`config.mk`:
```
export PLATFORM = sky130hd
export DESIGN_NAME = lcr_cell
export DESIGN_NICKNAME = d
export VERILOG_FILES = /design/src/core/lcr_pkg.sv /design/src/core/lcr_lut_ram.sv /design/src/core/lcr_cell_ff.sv /design/src/core/lcr_cell.sv
export SDC_FILE = /design/constraint.sdc
export NUM_CORES = 1
export LEC_CHECK = 0
export BUFFER_PORTS_ARGS = -buffer_cell sky130_fd_sc_hd__buf_2
export CORE_UTILIZATION = 51
export DETAILED_ROUTE_END_ITERATION = 8
export PLACE_DENSITY_LB_ADDON = 0.3
export SYNTH_ARGS = -nofsm -noshare
export SYNTH_HDL_FRONTEND = slang
export SYNTH_SLANG_ARGS = --single-unit
export TNS_END_PERCENT = 30
```
`constraint.sdc`:
```
create_clock -name clk_in -period 3.8 [get_ports clk_in]
set_input_delay 0.76 -clock clk_in [delete_from_list [all_inputs] [get_ports clk_in]]
set_output_delay 0.76 -clock clk_in [all_outputs]
set_load 0.02 [all_outputs]
```
`src/core/lcr_pkg.sv`:
```
package lcr_pkg;

  // ****************************************
  // Register map.
  // ****************************************
  localparam int AXI_ADDR_W = 8;
  localparam logic [7:0] CFG_OFS = 8'h00;
  localparam logic [7:0] LUTF_OFS = 8'h04;
  localparam logic [7:0] LUTG_OFS = 8'h08;
  localparam logic [7:0] LUTH_OFS = 8'h0C;
  localparam logic [7:0] STAT_OFS = 8'h10;
  localparam logic [1:0] RESP_OKAY = 2'h0;
  localparam logic [1:0] RESP_SLVERR = 2'h2;

  // ****************************************
  // Reset values.
  // ****************************************
  localparam logic [31:0] CFG_RESET = 32'h0000_0000;
  localparam logic [15:0] LUT_RESET = 16'h0000;
  localparam logic [7:0] LUTH_RESET = 8'h00;
  localparam int CFG_USED_W = 19;

  // ****************************************
  // Timing.
  // ****************************************
  localparam int CLK_MHZ = 20;
  localparam int WRITE_NS = 8;
  localparam int WRITE_RAW = (WRITE_NS * CLK_MHZ) / 1000;
  localparam int WRITE_CYC = (WRITE_RAW < 1) ? 1 : WRITE_RAW;

  // ****************************************
  // Types.
  // ****************************************
  typedef enum logic [1:0] {
    SR_OFF = 2'h0,
    SR_SET = 2'h1,
    SR_RESET = 2'h2
  } lcr_sr_e;

  typedef enum logic [1:0] {
    SRC_F = 2'h0,
    SRC_G = 2'h1,
    SRC_H = 2'h2,
    SRC_DIN = 2'h3
  } lcr_src_e;

  typedef struct packed {
    logic [12:0] spare;
    logic gsr;
    logic ff2_init;
    logic ff1_init;
    lcr_sr_e ff2_sr;
    lcr_sr_e ff1_sr;
    logic ff2_neg;
    logic ff1_neg;
    lcr_src_e ff2_src;
    lcr_src_e ff1_src;
    logic y_sel;
    logic x_sel;
    logic count_en;
    logic carry_en;
    logic mem_32x1;
    logic mem_en;
  } lcr_cfg_s;

endpackage

```
`src/core/lcr_lut_ram.sv`:
```
`timescale 1ns/1ps
module lcr_lut_ram #(
  parameter int ADDR_W = 4
) (
  input wire logic clk_in,
  input wire logic rst_in,
  input wire logic ce_in,
  input wire logic load_in,
  input wire logic [(1<<ADDR_W)-1:0] load_data_in,
  input wire logic write_in,
  input wire logic [ADDR_W-1:0] waddr_in,
  input wire logic wdata_in,
  input wire logic [ADDR_W-1:0] raddr_in,
  output logic rdata_out,
  output logic [(1<<ADDR_W)-1:0] contents_out
);
  import lcr_pkg::*;

  logic [(1<<ADDR_W)-1:0] mem_reg;

  // ****************************************
  // Storage: software load, then user bit write on top.
  // ****************************************
  always_ff @(posedge clk_in) begin
    if (rst_in) begin
      mem_reg <= (1<<ADDR_W)'(LUT_RESET);
    end else if (ce_in) begin
      if (load_in) begin
        mem_reg <= load_data_in;
      end
      if (write_in) begin
        mem_reg[waddr_in] <= wdata_in;
      end
    end
  end

  assign rdata_out = mem_reg[raddr_in];
  assign contents_out = mem_reg;

endmodule

```
`src/core/lcr_cell_ff.sv`:
```
`timescale 1ns/1ps
module lcr_cell_ff (
  input wire logic clk_in,
  input wire logic rst_in,
  input wire logic ce_in,
  input wire logic tick_in,
  input wire logic cell_ce_in,
  input wire logic d_in,
  input wire logic sr_in,
  input wire lcr_pkg::lcr_sr_e sr_mode_in,
  input wire logic gsr_in,
  input wire logic init_in,
  output logic q_out
);
  import lcr_pkg::*;

  // ****************************************
  // Flip-flop with set/reset priority.
  // ****************************************
  always_ff @(posedge clk_in) begin
    if (rst_in) begin
      q_out <= 1'b0;
    end else if (ce_in) begin
      if (gsr_in) begin
        q_out <= init_in;
      end else if (sr_in && sr_mode_in == SR_SET) begin
        q_out <= 1'b1;
      end else if (sr_in && sr_mode_in == SR_RESET) begin
        q_out <= 1'b0;
      end else if (tick_in && cell_ce_in) begin
        q_out <= d_in;
      end
    end
  end

endmodule

```
`src/core/lcr_cell.sv`:
```
// The register addresses and the AXI4-Lite register port are this design's own decisions.
`timescale 1ns/1ps
module lcr_cell (
  input wire logic clk_in,
  input wire logic rst_in,
  input wire logic ce_in,
  input wire logic [3:0] table_f_inputs_in,
  input wire logic [3:0] table_g_inputs_in,
  input wire logic auxiliary_input_in,
  input wire logic high_control_input_in,
  input wire logic low_control_input_in,
  input wire logic set_reset_in,
  input wire logic cell_clk_in,
  input wire logic cell_clock_enable_in,
  input wire logic global_reset_in,
  input wire logic carry_in_in,
  output logic carry_out_out,
  output logic comb_x_out,
  output logic comb_y_out,
  output logic reg_out_first_out,
  output logic reg_out_second_out,
  input wire logic [lcr_pkg::AXI_ADDR_W-1:0] s_axi_awaddr_in,
  input wire logic s_axi_awvalid_in,
  output logic s_axi_awready_out,
  input wire logic [31:0] s_axi_wdata_in,
  input wire logic [3:0] s_axi_wstrb_in,
  input wire logic s_axi_wvalid_in,
  output logic s_axi_wready_out,
  output logic [1:0] s_axi_bresp_out,
  output logic s_axi_bvalid_out,
  input wire logic s_axi_bready_in,
  input wire logic [lcr_pkg::AXI_ADDR_W-1:0] s_axi_araddr_in,
  input wire logic s_axi_arvalid_in,
  output logic s_axi_arready_out,
  output logic [31:0] s_axi_rdata_out,
  output logic [1:0] s_axi_rresp_out,
  output logic s_axi_rvalid_out,
  input wire logic s_axi_rready_in
);
  import lcr_pkg::*;

  localparam int WR_DLY = WRITE_CYC;

  lcr_cfg_s cfg_reg;
  logic [7:0] luth_reg;
  logic gsr_pulse_reg;
  logic [AXI_ADDR_W-1:0] awaddr_reg;
  logic aw_full_reg;
  logic [31:0] wdata_reg;
  logic [3:0] wstrb_reg;
  logic w_full_reg;
  logic do_write;
  logic [31:0] wr_merged;
  logic wr_cfg;
  logic wr_lutf;
  logic wr_lutg;
  logic wr_luth;
  logic wr_ok;
  logic [31:0] rd_data;
  logic rd_ok;
  logic [15:0] lutf_q;
  logic [15:0] lutg_q;
  logic cell_clk_prev_reg;
  logic cell_rise;
  logic cell_fall;
  logic user_we;
  logic we_f;
  logic we_g;
  logic wd_f;
  logic wd_g;
  logic f_lut;
  logic g_lut;
  logic f_out;
  logic g_out;
  logic h_out;
  logic h_third;
  logic c_mid;
  logic cnt_mode;
  logic cnt_load;
  logic sr_act;
  logic gsr_all;
  logic d1;
  logic d2;
  logic [7:0] status;

  function automatic logic [31:0] merge_strb(
    input logic [31:0] old_v,
    input logic [31:0] new_v,
    input logic [3:0] strb
  );
    logic [31:0] res;
    res = old_v;
    for (int i = 0; i < 4; i++) begin
      if (strb[i]) begin
        res[i*8 +: 8] = new_v[i*8 +: 8];
      end
    end
    return res;
  endfunction

  // ****************************************
  // AXI4-Lite write channels.
  // ****************************************
  assign s_axi_awready_out = !aw_full_reg;
  assign s_axi_wready_out = !w_full_reg;
  assign do_write = aw_full_reg && w_full_reg && !s_axi_bvalid_out;

  always_ff @(posedge clk_in) begin
    if (rst_in) begin
      aw_full_reg <= 1'b0;
      awaddr_reg <= '0;
    end else if (ce_in) begin
      if (s_axi_awvalid_in && !aw_full_reg) begin
        aw_full_reg <= 1'b1;
        awaddr_reg <= s_axi_awaddr_in;
      end else if (s_axi_bvalid_out && s_axi_bready_in) begin
        aw_full_reg <= 1'b0;
      end
    end
  end

  always_ff @(posedge clk_in) begin
    if (rst_in) begin
      w_full_reg <= 1'b0;
      wdata_reg <= '0;
      wstrb_reg <= '0;
    end else if (ce_in) begin
      if (s_axi_wvalid_in && !w_full_reg) begin
        w_full_reg <= 1'b1;
        wdata_reg <= s_axi_wdata_in;
        wstrb_reg <= s_axi_wstrb_in;
      end else if (s_axi_bvalid_out && s_axi_bready_in) begin
        w_full_reg <= 1'b0;
      end
    end
  end

  always_comb begin
    wr_cfg = 1'b0;
    wr_lutf = 1'b0;
    wr_lutg = 1'b0;
    wr_luth = 1'b0;
    wr_ok = 1'b1;
    wr_merged = 32'h0000_0000;
    unique case (awaddr_reg)
      CFG_OFS: begin
        wr_cfg = do_write;
        wr_merged = merge_strb(32'(cfg_reg), wdata_reg, wstrb_reg);
      end
      LUTF_OFS: begin
        wr_lutf = do_write;
        wr_merged = merge_strb({16'h0000, lutf_q}, wdata_reg, wstrb_reg);
      end
      LUTG_OFS: begin
        wr_lutg = do_write;
        wr_merged = merge_strb({16'h0000, lutg_q}, wdata_reg, wstrb_reg);
      end
      LUTH_OFS: begin
        wr_luth = do_write;
        wr_merged = merge_strb({24'h00_0000, luth_reg}, wdata_reg, wstrb_reg);
      end
      default: begin
        wr_ok = 1'b0;
      end
    endcase
  end

  always_ff @(posedge clk_in) begin
    if (rst_in) begin
      s_axi_bvalid_out <= 1'b0;
      s_axi_bresp_out <= RESP_OKAY;
    end else if (ce_in) begin
      if (do_write) begin
        s_axi_bvalid_out <= 1'b1;
        s_axi_bresp_out <= wr_ok ? RESP_OKAY : RESP_SLVERR;
      end else if (s_axi_bready_in) begin
        s_axi_bvalid_out <= 1'b0;
      end
    end
  end

  // ****************************************
  // Configuration and third table registers.
  // ****************************************
  always_ff @(posedge clk_in) begin
    if (rst_in) begin
      cfg_reg <= CFG_RESET;
      gsr_pulse_reg <= 1'b0;
    end else if (ce_in) begin
      gsr_pulse_reg <= 1'b0;
      if (wr_cfg) begin
        cfg_reg <= lcr_cfg_s'({13'h0000, 1'b0, wr_merged[CFG_USED_W-2:0]});
        gsr_pulse_reg <= wr_merged[CFG_USED_W-1];
      end
    end
  end

  always_ff @(posedge clk_in) begin
    if (rst_in) begin
      luth_reg <= LUTH_RESET;
    end else if (ce_in && wr_luth) begin
      luth_reg <= wr_merged[7:0];
    end
  end

  // ****************************************
  // AXI4-Lite read channel.
  // ****************************************
  assign s_axi_arready_out = !s_axi_rvalid_out;

  always_comb begin
    rd_ok = 1'b1;
    rd_data = 32'h0000_0000;
    unique case (s_axi_araddr_in)
      CFG_OFS: rd_data = 32'(cfg_reg);
      LUTF_OFS: rd_data = {16'h0000, lutf_q};
      LUTG_OFS: rd_data = {16'h0000, lutg_q};
      LUTH_OFS: rd_data = {24'h00_0000, luth_reg};
      STAT_OFS: rd_data = {24'h00_0000, status};
      default: rd_ok = 1'b0;
    endcase
  end

  always_ff @(posedge clk_in) begin
    if (rst_in) begin
      s_axi_rvalid_out <= 1'b0;
      s_axi_rdata_out <= 32'h0000_0000;
      s_axi_rresp_out <= RESP_OKAY;
    end else if (ce_in) begin
      if (s_axi_arvalid_in && !s_axi_rvalid_out) begin
        s_axi_rvalid_out <= 1'b1;
        s_axi_rdata_out <= rd_data;
        s_axi_rresp_out <= rd_ok ? RESP_OKAY : RESP_SLVERR;
      end else if (s_axi_rready_in) begin
        s_axi_rvalid_out <= 1'b0;
      end
    end
  end

  // ****************************************
  // Cell clock edges and user memory writes.
  // ****************************************
  always_ff @(posedge clk_in) begin
    if (rst_in) begin
      cell_clk_prev_reg <= 1'b0;
    end else if (ce_in) begin
      cell_clk_prev_reg <= cell_clk_in;
    end
  end

  assign cell_rise = cell_clk_in && !cell_clk_prev_reg;
  assign cell_fall = !cell_clk_in && cell_clk_prev_reg;
  assign user_we = cfg_reg.mem_en && set_reset_in && cell_rise;
  assign we_f = user_we && !(cfg_reg.mem_32x1 && high_control_input_in);
  assign we_g = user_we && !(cfg_reg.mem_32x1 && !high_control_input_in);
  assign wd_f = low_control_input_in;
  assign wd_g = cfg_reg.mem_32x1 ? low_control_input_in : auxiliary_input_in;

  lcr_lut_ram #(.ADDR_W(4)) u_lut_f (
    .clk_in(clk_in),
    .rst_in(rst_in),
    .ce_in(ce_in),
    .load_in(wr_lutf),
    .load_data_in(wr_merged[15:0]),
    .write_in(we_f),
    .waddr_in(table_f_inputs_in),
    .wdata_in(wd_f),
    .raddr_in(table_f_inputs_in),
    .rdata_out(f_lut),
    .contents_out(lutf_q)
  );

  lcr_lut_ram #(.ADDR_W(4)) u_lut_g (
    .clk_in(clk_in),
    .rst_in(rst_in),
    .ce_in(ce_in),
    .load_in(wr_lutg),
    .load_data_in(wr_merged[15:0]),
    .write_in(we_g),
    .waddr_in(table_g_inputs_in),
    .wdata_in(wd_g),
    .raddr_in(table_g_inputs_in),
    .rdata_out(g_lut),
    .contents_out(lutg_q)
  );

  // ****************************************
  // Function outputs, carry and counter.
  // ****************************************
  assign cnt_mode = cfg_reg.carry_en && cfg_reg.count_en;
  assign cnt_load = cnt_mode && low_control_input_in;
  assign c_mid = cnt_mode ? (reg_out_first_out && carry_in_in) :
    ((table_f_inputs_in[0] & table_f_inputs_in[1]) |
     (carry_in_in & (table_f_inputs_in[0] ^ table_f_inputs_in[1])));

  always_comb begin
    f_out = f_lut;
    g_out = g_lut;
    carry_out_out = 1'b0;
    if (cnt_load) begin
      f_out = table_f_inputs_in[0];
      g_out = table_g_inputs_in[0];
    end else if (cnt_mode) begin
      f_out = reg_out_first_out ^ carry_in_in;
      g_out = reg_out_second_out ^ c_mid;
      carry_out_out = reg_out_second_out && c_mid;
    end else if (cfg_reg.carry_en) begin
      f_out = table_f_inputs_in[0] ^ table_f_inputs_in[1] ^ carry_in_in;
      g_out = table_g_inputs_in[0] ^ table_g_inputs_in[1] ^ c_mid;
      carry_out_out = (table_g_inputs_in[0] & table_g_inputs_in[1]) |
        (c_mid & (table_g_inputs_in[0] ^ table_g_inputs_in[1]));
    end
  end

  assign h_third = cfg_reg.mem_en ? high_control_input_in : auxiliary_input_in;
  assign h_out = luth_reg[{h_third, g_out, f_out}];
  assign comb_x_out = cfg_reg.x_sel ? h_out : f_out;
  assign comb_y_out = cfg_reg.y_sel ? h_out : g_out;

  // ****************************************
  // Cell flip-flops.
  // ****************************************
  assign sr_act = set_reset_in && !cfg_reg.mem_en;
  assign gsr_all = global_reset_in || gsr_pulse_reg;

  always_comb begin
    unique case (cnt_mode ? SRC_F : cfg_reg.ff1_src)
      SRC_F: d1 = f_out;
      SRC_G: d1 = g_out;
      SRC_H: d1 = h_out;
      SRC_DIN: d1 = low_control_input_in;
    endcase
    unique case (cnt_mode ? SRC_G : cfg_reg.ff2_src)
      SRC_F: d2 = f_out;
      SRC_G: d2 = g_out;
      SRC_H: d2 = h_out;
      SRC_DIN: d2 = low_control_input_in;
    endcase
  end

  lcr_cell_ff u_ff_first (
    .clk_in(clk_in),
    .rst_in(rst_in),
    .ce_in(ce_in),
    .tick_in(cfg_reg.ff1_neg ? cell_fall : cell_rise),
    .cell_ce_in(cell_clock_enable_in),
    .d_in(d1),
    .sr_in(sr_act),
    .sr_mode_in(cfg_reg.ff1_sr),
    .gsr_in(gsr_all),
    .init_in(cfg_reg.ff1_init),
    .q_out(reg_out_first_out)
  );

  lcr_cell_ff u_ff_second (
    .clk_in(clk_in),
    .rst_in(rst_in),
    .ce_in(ce_in),
    .tick_in(cfg_reg.ff2_neg ? cell_fall : cell_rise),
    .cell_ce_in(cell_clock_enable_in),
    .d_in(d2),
    .sr_in(sr_act),
    .sr_mode_in(cfg_reg.ff2_sr),
    .gsr_in(gsr_all),
    .init_in(cfg_reg.ff2_init),
    .q_out(reg_out_second_out)
  );

  assign status = {h_out, g_out, f_out, carry_out_out, comb_y_out, comb_x_out,
    reg_out_second_out, reg_out_first_out};
endmodule

```
==> metrics, run 1 <==
initial antenna violation count 0; reg-to-reg endpoint u_ff_first.q_out$_SDFFE_PP0P_; clk_skew 8.33 ps; Total Nets Final 1045; # fillers 1186; RSZ-0062 raised after global routing yes; sw frac 26.1%; uppermost layer routed met4; worst slew pin tran 911 ps; number of synthesized flops with an enable pin 0; Core Box Area 13300 µm²; CP Max Fanout 3; via count 7048; WL met1 9510 µm; leakage power 3.27 nW; Final Wtd Congestion 0.984; crit path DAT 3030 ps; Mapped Cells 871; worst-skew pair later-pin latency 420 ps; critical path type in -> out; clk slew on worst S/H paths 50 ps; area of the multi-input gates 4280 µm²; FF-to-FF setup slack 910 ps; DP Worst Slack -191 ps; required time worst endpoint 3040 ps; 1st-iter DRT viols 914; CTS tree yes; ys flop type dfxtp_1; initial cell density of the core 52.4%; clk buf depth 2; synthesized cell area 6960 µm²; H-tree depth 4; Seq/Total Area, Yosys 33.4%; Peak VDD IR 296 µV; Num CTS Buffers 17; post-route minimum period 3790 ps; die area 14100 µm²; met3 wire len 2410 µm; clock root buffer master clkbuf_16; first-pass GRT wire length 35100 µm; Chip Height 119 µm; PortBufs 91; Hold Startpoint s_axi_rdata_out[17]$_SDFFE_PP0P_; most frequent cells in the layout 150 x nand2_1, 116 x dfxtp_1, 96 x nor2_1; area delta synth->final 19.1%; final core utilization 62.3%; DP Cell Count 1113; max cap viols 0; hold crit path type reg -> reg; Flop pwr share 39.6%; Tcrit/Tclk final 99.6%; Register Area 2320 µm²; DR WL met2 9550 µm; largest net degree at the start of global routing 91; Final ANT Viol Nets 0; row cnt 42; Mapped Avg Cell Area 7.99 µm²; Top Ports 122; post-synthesis register bit count 116; share of total power in combinational logic 11.0%; Final Max Tran Viols 0; Yosys cell types 61; share of layout cells above drive strength 1 21.2%; PD cells 388 nW/µm²; RR Startpoint u_ff_first.q_out$_SDFFE_PP0P_; Die Wd 119 µm; Initial DRT Pass Iterations 5; NetSw 840 µW; Congestion Overflow GR 0; outcome complete, no violations; max reg flops 19; worst setup margin 14.5 ps; fmax 264 MHz; Hold-fix buffers, CTS 0; Pint 2.38 mW; fraction of registers with async set or reset after synthesis 0%; post-DR vias/cell 6.16; CP startpoint kind input port; Clk pwr share 49.5%; vias in the first global route 6329; Finished Layout Cells 1145; leading cell type in the layout, fill and taps excluded nand2_1; Antenna diodes 0; final hold violation count 0; total track usage 32.5%; hold depth 2; clk sinks 116; final setup fails 0; Ys Warns 0; post-DP HPWL 15800 µm; post-DR wirelength/cell 19.5 µm; Setup crit end kind output pin; Routed WL 22300 µm; sink of the worst hold path s_axi_rdata_out[17]$_SDFFE_PP0P_; DR DRC count 0; path depth of the worst reg2reg path 12; Slew HR 39.3%
[worst max path at each step]
stage	startpoint	end	slack (ps)	cells after the start
2_1_floorplan	table_f_inputs_in[1]	comb_y_out	40	12
3_3_place_gp	table_f_inputs_in[0]	comb_y_out	-130	13
3_5_place_dp	table_f_inputs_in[0]	comb_y_out	-190	13
4_1_cts	carry_in_in	comb_y_out	-40	13
5_1_grt	carry_in_in	comb_y_out	-80	13
6_report	carry_in_in	comb_y_out	10	13
[power by group through the flow]
stage / Sequential [mW] / Combinational (mW) / Clock (mW)
after floorplan: 1.29 / 0.231 / 0
after global placement: 1.30 / 0.333 / 0
after detailed placement: 1.30 / 0.336 / 0
after CTS: 1.27 / 0.346 / 1.60
after global routing: 1.27 / 0.381 / 1.66
final: 1.27 / 0.353 / 1.59
[Yosys cell counts (all sizes together) (3+ instances only)]
cell / count / area [µm²]
a211oi: 3 / 22.5
a21oi: 95 / 475
a221o: 3 / 30.0
a221oi: 10 / 87.6
a222oi: 12 / 120
a22o: 3 / 26.3
a31oi: 6 / 37.5
a32oi: 4 / 35.0
and2: 5 / 31.3
and3: 5 / 31.3
and3b: 3 / 26.3
buf: 22 / 151
clkbuf: 58 / 218
dfxtp: 116 / 2320
ha: 10 / 125
inv: 17 / 63.8
mux2: 22 / 251
mux2i: 50 / 500
mux4: 15 / 353
nand2: 150 / 563
nand2b: 6 / 37.5
nand3: 17 / 85.1
nand3b: 3 / 22.5
nand4: 6 / 37.5
nor2: 97 / 364
nor2b: 12 / 75.1
nor3: 16 / 80.1
nor3b: 4 / 30.0
nor4: 5 / 46.3
o211ai: 24 / 180
o21a: 3 / 22.5
o21ai: 18 / 90.1
o221ai: 7 / 61.3
o22ai: 14 / 87.6
o311ai: 3 / 26.3
[layout make-up]
| cell class | instances | share of cell area [%] |
|---|---|---|
| multi-input cells | 672 | 51.7 |
| flip-flops and latches | 116 | 28.0 |
| repair buffers | 132 | 9.74 |
| clock buffers | 21 | 5.56 |
| well taps | 176 | 2.66 |
| clock inverters | 10 | 1.49 |
| inverters | 18 | 0.845 |
[per-layer routing]
layer  vias up  track usage, %
li1       3305               -
met1      3248            44.7
met2       437            48.0
met3        58            8.24
met4         0            14.2
met5         -               0
[cells by family (layout without fill, tap and decap cells)]
family,count (synthesis),in the layout,synth area share [%]
other,1,16,0.0539
adders and majority gates,12,12,2.37
AOI/OAI and AO/OA,218,218,20.4
DFF,116,116,33.4
and+or+nand+nor,337,337,21.5
muxes,87,87,15.9
buffers and inverters,98,181,6.27
xor gates and xnor gates,2,2,0.252
[per-stage QoR]
| step | TNS [ps] | hold WS [ps] | power, mW | instance area (µm²) |
|---|---|---|---|---|
| final | 0 | 449 | 3.22 | 8290 |
| after CTS | -49.1 | 452 | 3.22 | 8280 |
| after global placement | -238 | 438 | 1.63 | 7650 |
| after detailed placement | -357 | 444 | 1.63 | 7650 |
| after floorplan | 0 | 431 | 1.52 | 7030 |
| after global routing | -138 | 468 | 3.31 | 8290 |
[critical path, cell delays in order]
cell,delay [ps]
buf_8,80
inv_4,30
fa_2,360
nand2_1,60
o21a_1,200
inv_2,50
fa_1,480
nor2b_4,140
a211oi_2,40
a21oi_2,160
mux2_4,340
o21a_1,200
buf_6,130
[timing repair]
item / in CTS / in global routing
setup buffers: 1 / 0
endpoints found under the hold margin: 0 / 0
pin swaps: 4 / 2
cloned: 0 / 0
endpoints found under the setup margin: 2 / 2
resized for setup: 13 / 3
Note: power is estimated with default switching activity, not from simulation.
==> inputs of run 2 (changes only) <==
--- a/config.mk
+++ b/config.mk
@@ -8,7 +8,7 @@
 export BUFFER_PORTS_ARGS = -buffer_cell sky130_fd_sc_hd__buf_2
 export CORE_UTILIZATION = 51
 export DETAILED_ROUTE_END_ITERATION = 8
-export PLACE_DENSITY_LB_ADDON = 0.3
+export PLACE_DENSITY = 0.77
 export SYNTH_ARGS = -nofsm -noshare
 export SYNTH_HDL_FRONTEND = slang
 export SYNTH_SLANG_ARGS = --single-unit
==> run 2 against run 1 <==
Critical path depth stayed put. Maximum frequency hardly changed. Wire length is 1.5% lower. Largest power group unchanged. Sequential power hardly changed. Hold slack worse by 2.0 ps. Critical endpoint unchanged. Utilization is 0.23 points lower. Clock skew is 2.0 ps higher.
==> metrics, run 2 (same netlist as run 1, synthesis figures left out) <==
via count 7090 (+0.60%); cell family with most CP delay adder cells; grt peak-use layer met2; RR Startpoint cfg_reg[3]$_SDFFE_PP0P_; hold crit path type reg -> reg; Core Box Area 13300 µm² (unchanged); path depth of the worst reg2reg path 12 (unchanged); CP Max Fanout 3 (unchanged); outcome complete, no violations; Final ANT Viol Nets 0 (unchanged); clk_skew 10.3 ps (+2.00 ps); Num CTS Buffers 17 (unchanged); worst-skew pair later-pin latency 420 ps (about the same); CP max stage delay 500 ps (+20 ps); total track usage 31.7% (-0.77 points); post-DR wirelength/cell 19.3 µm (-1.3%); reg-to-reg endpoint u_ff_first.q_out$_SDFFE_PP0P_; dpl cell area 7620 µm² (-0.36%); Total Nets Final 1043 (-0.19%); max reg flops 19 (unchanged); Tcrit/Tclk final 99.7% (about the same); leading cell type in the layout, fill and taps excluded nand2_1; CP startpoint kind input port; Initial DRT Pass Iterations 7 (+2); PD cells 391 nW/µm² (+0.76%); 1st-iter DRT viols 1171 (+28%); leakage power 3.26 nW (about the same); area delta synth->final 18.6%; PortBufs 91 (unchanged); clk sinks 116 (unchanged); row cnt 42 (unchanged); die area 14100 µm² (unchanged); # fillers 1193 (+0.59%); Antenna diodes 0 (unchanged); post-route minimum period 3790 ps (+2.99 ps); clk buf depth 2 (unchanged); CP Buf/Inv Count 4 (unchanged); CP Launch Point table_f_inputs_in[0]; largest net degree at the start of global routing 74 (-19%); RSZ-0062 raised after global routing yes; met1 Use GR 44.2% (-0.44 points); Slew HR 39.5% (+0.28 points); Die Wd 119 µm (unchanged); Final Max Tran Viols 0 (unchanged); share of layout cells above drive strength 1 21.0% (-0.14 points); Top Ports 122 (unchanged); first-pass GRT wire length 34400 µm (-1.8%); max cap viols 0 (unchanged); Slowest-stage cell, CP fa_1; CTS tree yes; Congestion Overflow GR 0 (unchanged); post-route cell area 8260 µm² (-0.36%); Peak VDD IR 314 µV (+6.4%); Hold-fix buffers, CTS 0 (unchanged); vias in the first global route 6333 (+0.063%); fmax 264 MHz (about the same); crit path cell chain buf_8 -> inv_4 -> fa_2 -> nand2_1 -> o21a_1 -> inv_2 -> fa_1 -> nor2b_4 -> a211oi_2 -> a21oi_2 -> mux2_4 -> o21a_1 -> buf_6; clk slew on worst S/H paths 50 ps (about the same); GR met3 Demand/Resource 7.42% (-0.81 points); Final Wtd Congestion 0.972 (-1.3%); initial antenna violation count 0 (unchanged); crit path DAT 3030 ps (about the same); post-DP HPWL 15800 µm (about the same); Final Total Pwr 3.23 mW (+0.40%); Routed WL 22000 µm (-1.5%); final hold violation count 0 (unchanged); worst slew pin tran 900 ps (-11.2 ps); Chip Height 119 µm (unchanged); post-DR vias/cell 6.21 (+0.86%); most frequent cells in the layout 150 x nand2_1, 115 x dfxtp_1, 97 x nor2_1; Setup crit end kind output pin; crit path to comb_y_out; final setup fails 0 (unchanged); H-tree depth 4 (unchanged); Crit. path cell count 13 (unchanged); critical path type in -> out; initial cell density of the core 52.4% (unchanged); DR DRC count 0 (unchanged); clock root buffer master clkbuf_16; DP Cell Count 1111 (-0.18%); most frequent CP cell o21a_1; Finished Layout Cells 1142 (-0.26%); FF-to-FF setup slack 860 ps (-50 ps); met2 Usage GRT 46.1% (-1.9 points); required time worst endpoint 3040 ps (about the same); Hold Startpoint s_axi_rdata_out[17]$_SDFFE_PP0P_
==> run 2: worst reg2reg max path: stages (launching register included) <==
cell and delay, ps:
dfxtp_2 480, nand2_1 160, nand2_1 100, o21a_1 180, inv_2 50, fa_1 500
nor2b_4 140, a211oi_2 40, a21oi_2 160, mux2_4 330, buf_4 160, or3_1 360
a31o_1 170
==> run 2: layout make-up <==
cell class	instances	area [µm²]	area share, %
clock buffer	20	457	5.53
timing repair buffer	130	773	9.36
clock inverter	10	133	1.61
inverter	18	70.1	0.848
sequential	116	2320	28.1
tap	176	220	2.67
multi-input combinational	672	4280	51.8
==> run 2: where the power goes <==
| part | switching [mW] | internal [mW] | total (mW) |
|---|---|---|---|
| clock | 0.559 | 1.05 | 1.61 |
| sequential | 0.0273 | 1.24 | 1.27 |
| combinational | 0.219 | 0.129 | 0.348 |
| total | 0.806 | 2.42 | 3.23 |
==> run 2: timing repair <==
item / in CTS / in global routing
buffers inserted: 1 / 0
setup endpoints to repair: 2 / 2
pin swaps: 1 / 2
hold endpoints to repair: 0 / 0
resized for setup: 7 / 8
==> run 2: layer usage <==
layer  vias up  share of wire (%)
li1       3303                  -
met1      3264                 42
met2       452                 42
met3        71                 12
met4         0                4.4
met5         -                  0
==> run 2: how the worst min path moves through the flow <==
stage / to / cells past startpoint
final: s_axi_rdata_out[17]$_SDFFE_PP0P_ / 2
after global routing: aw_full_reg$_SDFFE_PP0P_ / 2
after CTS: s_axi_rdata_out[17]$_SDFFE_PP0P_ / 2
after detailed placement: wdata_reg[12]$_SDFFE_PP0P_ / 2
after global placement: wdata_reg[12]$_SDFFE_PP0P_ / 2
after floorplan: wdata_reg[12]$_SDFFE_PP0P_ / 2
==> run 2: stage by stage <==
step	hold WS, ps	setup TNS [ps]	utilization (%)	worst slack, ps
floorplan	431	0	-	44.8
global placement	439	-226	57.3	-121
detailed placement	444	-275	57.3	-145
CTS	451	0	61.9	0.913
global route	470	-226	62.1	-118
finish	446	0	62.1	11.5
==> inputs of run 3 (changes only) <==
--- a/config.mk
+++ b/config.mk
@@ -6,7 +6,9 @@
 export NUM_CORES = 1
 export LEC_CHECK = 0
 export BUFFER_PORTS_ARGS = -buffer_cell sky130_fd_sc_hd__buf_2
+export CORE_MARGIN = 2
 export CORE_UTILIZATION = 51
+export CTS_BUF_LIST = sky130_fd_sc_hd__clkbuf_4
 export DETAILED_ROUTE_END_ITERATION = 8
 export PLACE_DENSITY = 0.77
 export SYNTH_ARGS = -nofsm -noshare
==> run 3 against run 2 <==
Critical path depth is the same. Highest routed layer unchanged. Non-clock buffer count grew 3. Wire length shrank 0.46%. Clock power shrank 34%. Flip-flop and latch count is the same. Total power shrank 17%. Cell area shrank 2.8%. Critical path type unchanged. Largest cell class unchanged. Clock skew grew 7.0 ps. Die area grew 3.4%. Worst setup slack lost 11 ps. Combinational power is essentially flat.
==> metrics, run 3 (same netlist as run 1, synthesis figures left out) <==
die area 14600 µm² (+3.4%); total track usage 30.5% (-1.2 points); first-pass GRT wire length 33800 µm (-1.8%); Antenna diodes 0 (unchanged); DR DRC count 0 (unchanged); final hold violation count 0 (unchanged); # fillers 1222 (+2.4%); hold crit path type in -> reg; clock root buffer master clkbuf_4; largest net degree at the start of global routing 79 (+6.8%); initial cell density of the core 52.4% (unchanged); Top Ports 122 (unchanged); clk slew on worst S/H paths 110 ps (+60 ps); Chip Height 121 µm (+1.7%); NetSw 779 µW (-3.4%); H-tree depth 4 (unchanged); crit path DAT 3040 ps (about the same); via count 7036 (-0.76%); max cap viols 0 (unchanged); Congestion Overflow GR 0 (unchanged); clk_skew 17.4 ps (+7.03 ps); CTS tree yes; critical path type in -> out; share of total power in combinational logic 13.0% (+2.2 points); sw frac 29.1% (+4.1 points); Total Nets Final 1046 (+0.29%); Tcrit/Tclk final 100% (+0.30 points); Slew HR 26.5% (-13 points); worst slew pin tran 1100 ps (+200 ps); post-DR vias/cell 6.13 (-1.2%); PD cells 334 nW/µm² (-15%); leakage power 3.16 nW (-3.2%); row cnt 42 (unchanged); fmax 263 MHz (-0.30%); Final ANT Viol Nets 0 (unchanged); most frequent cells in the layout 149 x nand2_1, 115 x dfxtp_1, 96 x nor2_1; clk sinks 116 (unchanged); final core utilization 60.4% (-1.8 points); Pint 1.90 mW (-22%); Routed WL 21900 µm (-0.46%); CP startpoint kind input port; DP Worst Slack -139 ps (+6.86 ps); post-DR wirelength/cell 19.1 µm (-0.90%); post-route minimum period 3800 ps (+11.4 ps); final setup fails 0 (unchanged); worst-skew pair later-pin latency 580 ps (+160 ps); Peak VDD IR 211 µV (-33%); Final Wtd Congestion 0.992 (+2.1%); post-route cell area 8030 µm² (-2.8%); initial antenna violation count 0 (unchanged); share of layout cells above drive strength 1 21.5% (+0.51 points); PortBufs 91 (unchanged); WL met1 9310 µm (+1.1%); dpl cell area 7640 µm² (+0.30%); max reg flops 19 (unchanged); area delta synth->final 15.3%; uppermost layer routed met4; RSZ-0062 raised after global routing yes; Setup crit end kind output pin; Hold-fix buffers, CTS 0 (unchanged); DR WL met2 9070 µm (-2.1%); leading cell type in the layout, fill and taps excluded nand2_1; met3 wire len 2440 µm (-3.6%); Core Box Area 13300 µm² (unchanged); Flop pwr share 47.5% (+8.1 points); worst setup margin 0.0786 ps (-11.4 ps); Final Max Tran Viols 0 (unchanged); Final Total Pwr 2.68 mW (-17%); clk buf depth 2 (unchanged); Clk pwr share 39.5% (-10 points); required time worst endpoint 3040 ps (about the same); CP Max Fanout 3 (unchanged); Initial DRT Pass Iterations 8 (+1); Die Wd 121 µm (+1.7%); post-DP HPWL 15800 µm (-0.39%); outcome complete, no violations; Num CTS Buffers 17 (unchanged); vias in the first global route 6459 (+2.0%); 1st-iter DRT viols 902 (-23%)
==> run 3: metrics by stage <==
stage | hold slack [ps] | instances | setup TNS (ps)
2_1_floorplan | 431 | 886 | 0
5_1_grt | 392 | 1147 | -118
3_5_place_dp | 447 | 1114 | -266
4_1_cts | 397 | 1147 | 0
6_report | 415 | 1147 | 0
3_3_place_gp | 440 | 1114 | -236
==> run 3: worst paths after layout <==
path                                     from                          endpoint  slack, ps  cells after the start
min                        s_axi_awaddr_in[5]        awaddr_reg[5]$_SDFFE_PP0P_        410                      3
min reg2reg  s_axi_rdata_out[16]$_SDFFE_PP0P_  s_axi_rdata_out[16]$_SDFFE_PP0P_        460                      2
max reg2reg           cfg_reg[3]$_SDFFE_PP0P_     u_ff_first.q_out$_SDFFE_PP0P_        820                     13
max                               carry_in_in                        comb_y_out       0.08                     13
==> run 3: worst max-delay path, stage by stage <==
cell and delay (ps):
buf_6 70, inv_2 30, fa_2 370, nand2_2 60
o21a_1 180, inv_2 50, fa_1 500, nor2b_4 140
a211oi_2 50, a21oi_2 150, mux2_4 340, o21a_1 210
buf_6 130
==> run 3: final cells by class <==
cell class / count / area [µm²] / area share [%]
repair buffers: 133 / 795 / 9.90
clock buffers: 17 / 128 / 1.59
multi-input cells: 672 / 4290 / 53.4
well taps: 176 / 220 / 2.74
inverters: 18 / 67.6 / 0.842
flip-flops and latches: 116 / 2330 / 29.0
clock inverters: 15 / 203 / 2.53
==> run 3: repair_timing <==
item / CTS / global route
gates resized for setup: 7 / 10
endpoints found under the setup margin: 2 / 2
pin swaps: 1 / 3
gates cloned: 0 / 0
setup buffers: 1 / 0
==> run 3: power groups by stage <==
stage	Sequential (mW)	Clock [mW]	Combinational, mW
finish	1.27	1.06	0.348
global route	1.27	1.12	0.378
CTS	1.27	1.07	0.339
detailed placement	1.30	0	0.334
global placement	1.30	0	0.330
floorplan	1.29	0	0.231
==> run 3: layer usage <==
layer / vias to the layer above / GRT usage (%)
met5: - / 0
met1: 3237 / 42.3
met4: 0 / 16.6
li1: 3313 / -
met2: 417 / 44.1
met3: 69 / 6.23
